`config.mk`:
```
export PLATFORM = sky130hd
export DESIGN_NAME = cam_mode_core
export DESIGN_NICKNAME = d
export VERILOG_FILES = /design/src/rtl/cam_pkg.sv /design/src/rtl/cam_mode_core.sv
export SDC_FILE = /design/constraint.sdc
export NUM_CORES = 2
export LEC_CHECK = 0
export BUFFER_PORTS_ARGS = -buffer_cell sky130_fd_sc_hd__buf_2
export CORE_MARGIN = 2
export CORE_UTILIZATION = 40
export CTS_CLUSTER_DIAMETER = 100
export DETAILED_ROUTE_END_ITERATION = 6
export GPL_TIMING_DRIVEN = 0
export SLEW_MARGIN = 30
export SYNTH_ARGS = -nofsm -noshare
export SYNTH_HDL_FRONTEND = slang
export SYNTH_SLANG_ARGS = --single-unit
```
`constraint.sdc`:
```
create_clock -name core_clk -period 8.7 [get_ports core_clk]
set_input_delay 1.305 -clock core_clk [delete_from_list [all_inputs] [get_ports core_clk]]
set_output_delay 1.305 -clock core_clk [all_outputs]
set_load 0.02 [all_outputs]
```
`src/rtl/cam_pkg.sv`:
```
package cam_pkg;

   localparam int ADDR_W    = 32;
   localparam int WORD_W    = 16;
   localparam int BANK_W    = 2;
   localparam int PC_RST    = 0;
   localparam int SP_RST    = 0;
   localparam int ADDR_STEP = 2;

   typedef enum logic [4:0]
   {
      OP_NOP      = 5'b0_0000,
      OP_SET_EXT  = 5'b0_0001,
      OP_SET_LONG = 5'b0_0010,
      OP_CLR_LONG = 5'b0_0011,
      OP_CTL_LOAD = 5'b0_0100,
      OP_DIR_WORD = 5'b0_0101,
      OP_DIR_LONG = 5'b0_0110,
      OP_ADDR_ADD = 5'b0_0111,
      OP_ADDR_SUB = 5'b0_1000,
      OP_PC_INC   = 5'b0_1001,
      OP_SP_PUSH  = 5'b0_1010,
      OP_SP_POP   = 5'b0_1011,
      OP_SP_LOAD  = 5'b0_1100,
      OP_LD_WORD  = 5'b0_1101,
      OP_EX_WORD  = 5'b0_1110,
      OP_ALU      = 5'b0_1111,
      OP_MUL      = 5'b1_0000,
      OP_DIV      = 5'b1_0001,
      OP_IO_WORD  = 5'b1_0010
   } cam_op_e;

   typedef enum logic [2:0]
   {
      ALU_ADD = 3'b000,
      ALU_SUB = 3'b001,
      ALU_AND = 3'b010,
      ALU_OR  = 3'b011,
      ALU_XOR = 3'b100,
      ALU_SHL = 3'b101,
      ALU_SHR = 3'b110,
      ALU_ROL = 3'b111
   } cam_alu_e;

   // one instruction as handed over by the decoder
   typedef struct packed
   {
      cam_op_e           op;
      cam_alu_e          alu_fn;
      logic [ADDR_W-1:0] src;
      logic [ADDR_W-1:0] dst;
   } cam_instr_s;

   // control select register contents
   typedef struct packed
   {
      logic [BANK_W-1:0] bank;
      logic              long_word_bit;
      logic              extended_address_bit;
   } cam_mode_s;

   localparam cam_mode_s MODE_RST = '{bank: '0, long_word_bit: 1'b0, extended_address_bit: 1'b0};

endpackage

```
`src/rtl/cam_mode_core.sv`:
```
`timescale 1ns/1ps
module cam_mode_core
(
   // clock and reset
   input  wire logic                            core_clk,
   input  wire logic                            rst_n,
   // instruction from decoder
   input  wire logic                            instr_valid,
   input  wire cam_pkg::cam_instr_s             instr,
   // mode state
   output cam_pkg::cam_mode_s                   mode_select_register,
   output logic                                 extended_address_bit,
   output logic                                 long_word_bit,
   output logic                                 directive_pending,
   // address side
   output logic [cam_pkg::ADDR_W-1:0]           pc_q,
   output logic [cam_pkg::ADDR_W-1:0]           sp_q,
   output logic [cam_pkg::ADDR_W-1:0]           addr_bus,
   // data side
   output logic [cam_pkg::ADDR_W-1:0]           dst_out,
   output logic [cam_pkg::ADDR_W-1:0]           src_out,
   output logic [cam_pkg::WORD_W-1:0]           alu_out,
   output logic [cam_pkg::ADDR_W-1:0]           muldiv_out,
   output logic [cam_pkg::WORD_W-1:0]           io_data,
   output logic                                 done
);

   localparam logic [cam_pkg::ADDR_W-1:0] STEP = cam_pkg::ADDR_W'(cam_pkg::ADDR_STEP);
   localparam int W = cam_pkg::WORD_W;

   logic                        rst_s1_q;
   logic                        rst_s2_q;
   cam_pkg::cam_mode_s          mode_q;
   logic                        dir_valid_q;
   logic                        dir_long_q;
   logic [cam_pkg::ADDR_W-1:0]  pc_d;
   logic [cam_pkg::ADDR_W-1:0]  sp_d;
   logic [cam_pkg::ADDR_W-1:0]  addr_q;
   logic [cam_pkg::ADDR_W-1:0]  dst_q;
   logic [cam_pkg::ADDR_W-1:0]  src_q;
   logic [W-1:0]                alu_q;
   logic [cam_pkg::ADDR_W-1:0]  md_q;
   logic [W-1:0]                io_q;
   logic                        done_q;
   logic [cam_pkg::ADDR_W-1:0]  pc_q_r;
   logic [cam_pkg::ADDR_W-1:0]  sp_q_r;
   logic                        eff_long;
   logic                        is_dir;
   logic [W-1:0]                alu_d;

   // address arithmetic width follows the address mode bit
   function automatic logic [cam_pkg::ADDR_W-1:0] addr_arith
   (
      input logic                       ext,
      input logic [cam_pkg::ADDR_W-1:0] base,
      input logic [cam_pkg::ADDR_W-1:0] delta,
      input logic                       sub
   );
      logic [cam_pkg::ADDR_W-1:0] full;
      full = sub ? base - delta : base + delta;
      if (ext)
      begin
         addr_arith = full;
      end
      else
      begin
         addr_arith = {base[cam_pkg::ADDR_W-1:W], full[W-1:0]};
      end
   endfunction

   // word move: low word only unless long
   function automatic logic [cam_pkg::ADDR_W-1:0] word_move
   (
      input logic                       lng,
      input logic [cam_pkg::ADDR_W-1:0] from,
      input logic [cam_pkg::ADDR_W-1:0] into
   );
      if (lng)
      begin
         word_move = from;
      end
      else
      begin
         word_move = {into[cam_pkg::ADDR_W-1:W], from[W-1:0]};
      end
   endfunction

   // the design only ever sees the synchronised reset release
   always_ff @(posedge core_clk or negedge rst_n)
   begin
      if (!rst_n)
      begin
         rst_s1_q <= 1'b0;
         rst_s2_q <= 1'b0;
      end
      else
      begin
         rst_s1_q <= 1'b1;
         rst_s2_q <= rst_s1_q;
      end
   end

   assign is_dir   = instr.op == cam_pkg::OP_DIR_WORD || instr.op == cam_pkg::OP_DIR_LONG;
   assign eff_long = dir_valid_q ? dir_long_q : mode_q.long_word_bit;

   // select register
   always_ff @(posedge core_clk or negedge rst_s2_q)
   begin
      if (!rst_s2_q)
      begin
         mode_q <= cam_pkg::MODE_RST;
      end
      else if (instr_valid)
      begin
         case (instr.op)
            cam_pkg::OP_SET_EXT:  mode_q.extended_address_bit <= 1'b1;
            cam_pkg::OP_SET_LONG: mode_q.long_word_bit <= 1'b1;
            cam_pkg::OP_CLR_LONG: mode_q.long_word_bit <= 1'b0;
            // control load only reaches the register-set field; the mode bits keep their own paths
            cam_pkg::OP_CTL_LOAD: mode_q.bank <= instr.src[cam_pkg::BANK_W-1:0];
            default:            mode_q <= mode_q;
         endcase
      end
   end

   // decoder directive lives for exactly one following instruction
   always_ff @(posedge core_clk or negedge rst_s2_q)
   begin
      if (!rst_s2_q)
      begin
         dir_valid_q <= 1'b0;
         dir_long_q  <= 1'b0;
      end
      else if (instr_valid)
      begin
         dir_valid_q <= is_dir;
         dir_long_q  <= instr.op == cam_pkg::OP_DIR_LONG;
      end
   end

   // program counter and stack pointer
   always_comb
   begin
      pc_d = pc_q_r;
      sp_d = sp_q_r;
      if (instr_valid)
      begin
         case (instr.op)
            cam_pkg::OP_PC_INC:  pc_d = addr_arith(mode_q.extended_address_bit, pc_q_r, STEP, 1'b0);
            cam_pkg::OP_SP_PUSH: sp_d = addr_arith(mode_q.extended_address_bit, sp_q_r, STEP, 1'b1);
            cam_pkg::OP_SP_POP:  sp_d = addr_arith(mode_q.extended_address_bit, sp_q_r, STEP, 1'b0);
            cam_pkg::OP_SP_LOAD: sp_d = instr.src;
            default:
            begin
               pc_d = pc_q_r;
               sp_d = sp_q_r;
            end
         endcase
      end
      if (!mode_q.extended_address_bit)
      begin
         pc_d[cam_pkg::ADDR_W-1:W] = '0;
      end
   end

   always_ff @(posedge core_clk or negedge rst_s2_q)
   begin
      if (!rst_s2_q)
      begin
         pc_q_r <= cam_pkg::ADDR_W'(cam_pkg::PC_RST);
         sp_q_r <= cam_pkg::ADDR_W'(cam_pkg::SP_RST);
      end
      else
      begin
         pc_q_r <= pc_d;
         sp_q_r <= sp_d;
      end
   end

   // external address: all 32 bits, direct addresses pass unchanged
   always_ff @(posedge core_clk or negedge rst_s2_q)
   begin
      if (!rst_s2_q)
      begin
         addr_q <= '0;
      end
      else if (instr_valid)
      begin
         case (instr.op)
            cam_pkg::OP_ADDR_ADD: addr_q <= addr_arith(extended_address_bit, instr.src, instr.dst, 1'b0);
            cam_pkg::OP_ADDR_SUB: addr_q <= addr_arith(extended_address_bit, instr.src, instr.dst, 1'b1);
            cam_pkg::OP_PC_INC:   addr_q <= pc_q_r;
            default:              addr_q <= addr_q;
         endcase
      end
   end

   // word loads and exchanges
   always_ff @(posedge core_clk or negedge rst_s2_q)
   begin
      if (!rst_s2_q)
      begin
         dst_q <= '0;
         src_q <= '0;
      end
      else if (instr_valid && instr.op == cam_pkg::OP_LD_WORD)
      begin
         dst_q <= word_move(eff_long, instr.src, instr.dst);
         src_q <= instr.src;
      end
      else if (instr_valid && instr.op == cam_pkg::OP_EX_WORD)
      begin
         dst_q <= word_move(eff_long, instr.src, instr.dst);
         src_q <= word_move(eff_long, instr.dst, instr.src);
      end
   end

   // word alu is 16 bits whatever the modes say
   always_comb
   begin
      case (instr.alu_fn)
         cam_pkg::ALU_ADD: alu_d = instr.src[W-1:0] + instr.dst[W-1:0];
         cam_pkg::ALU_SUB: alu_d = instr.src[W-1:0] - instr.dst[W-1:0];
         cam_pkg::ALU_AND: alu_d = instr.src[W-1:0] & instr.dst[W-1:0];
         cam_pkg::ALU_OR:  alu_d = instr.src[W-1:0] | instr.dst[W-1:0];
         cam_pkg::ALU_XOR: alu_d = instr.src[W-1:0] ^ instr.dst[W-1:0];
         cam_pkg::ALU_SHL: alu_d = {instr.src[W-2:0], 1'b0};
         cam_pkg::ALU_SHR: alu_d = {1'b0, instr.src[W-1:1]};
         default:          alu_d = {instr.src[W-2:0], instr.src[W-1]};
      endcase
   end

   always_ff @(posedge core_clk or negedge rst_s2_q)
   begin
      if (!rst_s2_q)
      begin
         alu_q <= '0;
      end
      else if (instr_valid && instr.op == cam_pkg::OP_ALU)
      begin
         alu_q <= alu_d;
      end
   end

   // multiply and divide; divide by zero returns all ones rather than trapping
   always_ff @(posedge core_clk or negedge rst_s2_q)
   begin
      if (!rst_s2_q)
      begin
         md_q <= '0;
      end
      else if (instr_valid && instr.op == cam_pkg::OP_MUL)
      begin
         md_q <= cam_pkg::ADDR_W'(instr.src[W-1:0]) * cam_pkg::ADDR_W'(instr.dst[W-1:0]);
      end
      else if (instr_valid && instr.op == cam_pkg::OP_DIV)
      begin
         if (instr.dst[W-1:0] == '0)
         begin
            md_q <= '1;
         end
         else
         begin
            md_q <= instr.src / {16'h0000, instr.dst[W-1:0]};
         end
      end
   end

   // word i/o ignores the long word bit
   always_ff @(posedge core_clk or negedge rst_s2_q)
   begin
      if (!rst_s2_q)
      begin
         io_q <= '0;
      end
      else if (instr_valid && instr.op == cam_pkg::OP_IO_WORD)
      begin
         io_q <= instr.src[W-1:0];
      end
   end

   always_ff @(posedge core_clk or negedge rst_s2_q)
   begin
      if (!rst_s2_q)
      begin
         done_q <= 1'b0;
      end
      else
      begin
         done_q <= instr_valid;
      end
   end

   assign mode_select_register = mode_q;
   assign extended_address_bit = mode_q.extended_address_bit;
   assign long_word_bit        = mode_q.long_word_bit;
   assign directive_pending    = dir_valid_q;
   assign pc_q                 = pc_q_r;
   assign sp_q                 = sp_q_r;
   assign addr_bus             = addr_q;
   assign dst_out              = dst_q;
   assign src_out              = src_q;
   assign alu_out              = alu_q;
   assign muldiv_out           = md_q;
   assign io_data              = io_q;
   assign done                 = done_q;
endmodule

```
==> impl_metrics.json <==
{
  "outcome": "finished, violations left",
  "failed_checks": "negative setup slack",
  "synth_nets": 6831,
  "grt_pass1_vias": 48500,
  "clock_tree.htree_level_count": 1,
  "yosys_warnings": 0,
  "synth.distinct_cells": 118,
  "route.antenna.remaining_nets": 0,
  "cp_common_cell": "sky130_fd_sc_hd__o21a_1",
  "finClkSkew_ps": 34.7,
  "hold_viol_final": 0,
  "criticalPathCategory": "in -> reg",
  "layout-drive-gt1-share_pct": 26.9,
  "coreArea_mm2": 0.113,
  "syn-cell-area_mm2": 0.0456,
  "grtUsageMet3_pct": 3.57,
  "initial_utilization_pct": 40.4,
  "end_kind": "flip-flop",
  "grtUsageMet2_pct": 50.9,
  "post_synth.cell_area_avg_um2": 7.68,
  "ys_async_sr_fraction_pct": 100,
  "worstSkewPairLatency_ps": 620,
  "detailed_placer_s_ending_hpwl_mm": 137,
  "worst_slew_pin_slew_ps": 1190,
  "tritoncts_clock_tree": "built",
  "setup_repair_after_global_routing_missed_its_margin": "yes",
  "synth_top_cell_area_share_pct": 17.0,
  "grt_max_degree": 46,
  "post-synth-top-area-cell": "sky130_fd_sc_hd__ha_1",
  "drt_drc_violations_left": 0,
  "timing.final.crit_share_pct": 981,
  "grt.busiest_layer": "met2",
  "cts-buffers-inserted": 27,
  "cp_data_arrival_time_ps": 85830,
  "route.final.wire_length_mm": 186,
  "cts_max_path_buffers": 3,
  "cts_num_sinks": 232,
  "globalRouteOverflowTotal": 0,
  "placed_cells": 7759,
  "first_pass_grt_wire_length_mm": 281,
  "dr_total_vias": 49700,
  "drt_iter0_drc": 3975,
  "die_width_um": 342,
  "timing.critical_path.fanout_max": 8,
  "detailedRoute.firstPassIterationCount": 6,
  "worst_setup_hold_path_clk_slew_ps": 70,
  "postSynthRegisterBits": 232,
  "yosysMostFrequentCell": "sky130_fd_sc_hd__nand2_1",
  "design.die.area_mm2": 0.117,
  "port_buffers": 302,
  "place_congestion": 0.999,
  "timing_max_transition_violations_final": 0,
  "finalCriticalPeriod_ps": 85370,
  "postLayoutSetupSlackWorst_ps": -76670,
  "slew_headroom_pct": 20.7,
  "ys_seq_area_share_pct": 12.7,
  "route.detailed.wl_per_inst_um": 21.8,
  "number_of_antenna_violations_at_the_first_check_in_global_routing": 6,
  "num_rows": 123,
  "netlist_top_cells_area": "sky130_fd_sc_hd__ha_1, sky130_fd_sc_hd__dfrtp_1, sky130_fd_sc_hd__fa_1",
  "highest_achievable_clock_rate_mhz": 11.7,
  "cts.root.buffer_cell": "sky130_fd_sc_hd__clkbuf_16",
  "ctsHoldBuffers": 0,
  "io_pins": 307,
  "leading_register_cell_type_out_of_synthesis": "sky130_fd_sc_hd__dfrtp_1",
  "post_synth_inst_count": 5937,
  "holdWs_ps": 313,
  "timing.critical_path.slowest_stage_cell": "sky130_fd_sc_hd__or4b_4",
  "final_cells": 8492,
  "timing.final.setup_violations": 33,
  "synth_enable_flop_cells": 0,
  "grt_use_met1_pct": 38.5,
  "number_of_max_cap_violations": 0,
  "chipHeight_um": 342,
  "hp-class": "reg -> async",
  "required_ps": 9160,
  "critical-path-max-stage-delay_ps": 570,
  "startpoint_type": "primary input",
  "syn2layout_area_growth_pct": 32.4,
  "total_routing_resource_utilization_after_global_routing_pct": 30.4,
  "nNetsFinal": 7861,
  "drt-vias-per-instance": 5.85,
  "synthTopCellsByCount": "sky130_fd_sc_hd__nand2_1, sky130_fd_sc_hd__ha_1, sky130_fd_sc_hd__nor2_1"
}
-- final timing paths --
check	slack (ps)	endpoint	from	depth (start not counted)
max in group asynchronous	7160	muldiv_out[18]	rst_s2_q	3
min in group core_clk	350	rst_s2_q	rst_s1_q	0
hold reg to reg	310	sp_q[3]	rst_s2_q	0
setup reg to reg	2450	sp_q[31]	sp_q[1]	35
hold / removal	310	sp_q[3]	rst_s2_q	0
setup / recovery	-76670	muldiv_out[0]	instr[4]	470
-- worst max-delay path: cells and delay by family --
| kind | cells | cell delay, ps |
|---|---|---|
| AOI/OAI and AO/OA | 230 | 43740 |
| and+or+nand+nor | 89 | 15270 |
| buffers and inverters | 112 | 14670 |
| adders and majority gates | 30 | 7780 |
| muxes | 9 | 2860 |
-- layout by cell type (no fill, tap or decap), types with 86 or more instances in the layout --
master	n
sky130_fd_sc_hd__a21oi_1	373
sky130_fd_sc_hd__a21o_1	105
sky130_fd_sc_hd__clkbuf_1	163
sky130_fd_sc_hd__o21a_1	197
sky130_fd_sc_hd__o21bai_1	95
sky130_fd_sc_hd__ha_1	541
sky130_fd_sc_hd__inv_1	360
sky130_fd_sc_hd__buf_2	314
sky130_fd_sc_hd__xnor2_1	227
sky130_fd_sc_hd__nor2_1	510
sky130_fd_sc_hd__nand3_1	86
sky130_fd_sc_hd__xor2_1	99
sky130_fd_sc_hd__o21ai_0	264
sky130_fd_sc_hd__fa_1	198
sky130_fd_sc_hd__buf_4	652
sky130_fd_sc_hd__dfrtp_1	231
sky130_fd_sc_hd__nor3_1	208
sky130_fd_sc_hd__nand2_1	603
-- cell type report --
| class | count | area (um2) |
|---|---|---|
| Clock inverter | 18 | 289 |
| Antenna cell | 4 | 10.0 |
| Sequential cell | 232 | 5810 |
| Clock buffer | 32 | 704 |
| Tap cell | 1500 | 1880 |
| Buffer | 268 | 1880 |
| Inverter | 386 | 1500 |
| Multi-Input combinational cell | 5043 | 41000 |
| Timing Repair Buffer | 1008 | 7310 |
| Fill cell | 10400 | 52400 |
| Timing Repair inverter | 1 | 5.00 |
-- sequential cells by signal (all words and copies together) (netlist names), 2 cells and up --
| name | flops |
|---|---|
| addr_bus | 32 |
| alu_out | 16 |
| dst_out | 32 |
| src_out | 32 |
| sp_q | 32 |
| io_data | 16 |
| mode_select_register | 2 |
| muldiv_out | 32 |
| pc_q | 31 |
-- routing by layer --
metal | part of all wire, % | wire length (um)
met1 | 42 | 77100
met2 | 46 | 85400
met3 | 6.4 | 11800
met4 | 6.0 | 11100
met5 | 0.025 | 46
-- through the flow --
step | area, um2 | setup WS [ps] | utilization [%] | setup TNS (ps)
final | 60400 | -76670 | 53.6 | -817700
after global routing | 60400 | -80020 | 53.5 | -858710
after CTS | 58500 | -75380 | 51.9 | -799670
after detailed placement | 51000 | -86380 | 45.2 | -972430
after global placement | 50600 | -86320 | 44.8 | -1332410
after floorplan | 47200 | -74550 | - | -789480
-- kinds of logic after synthesis --
kind of cell	count (synthesis)	share of synthesized area [%]
compound gates	1795	26.0
xor+xnor	327	6.28
fa+ha+maj	821	25.8
buf+inv	662	5.58
flops	232	12.7
mux	169	4.05
other cells	2	0.0165
simple gates	1929	19.6
-- timing repair --
| action | in CTS | in global routing |
|---|---|---|
| endpoints found under the setup margin | 33 | 38 |
| pin swaps | 358 | 284 |
| resized for setup | 441 | 167 |
| gates cloned | 6 | 0 |
| setup buffers | 538 | 146 |
Power is not shown: default switching activity piles up to over one toggle a cycle in this logic, so the estimate is an artifact.
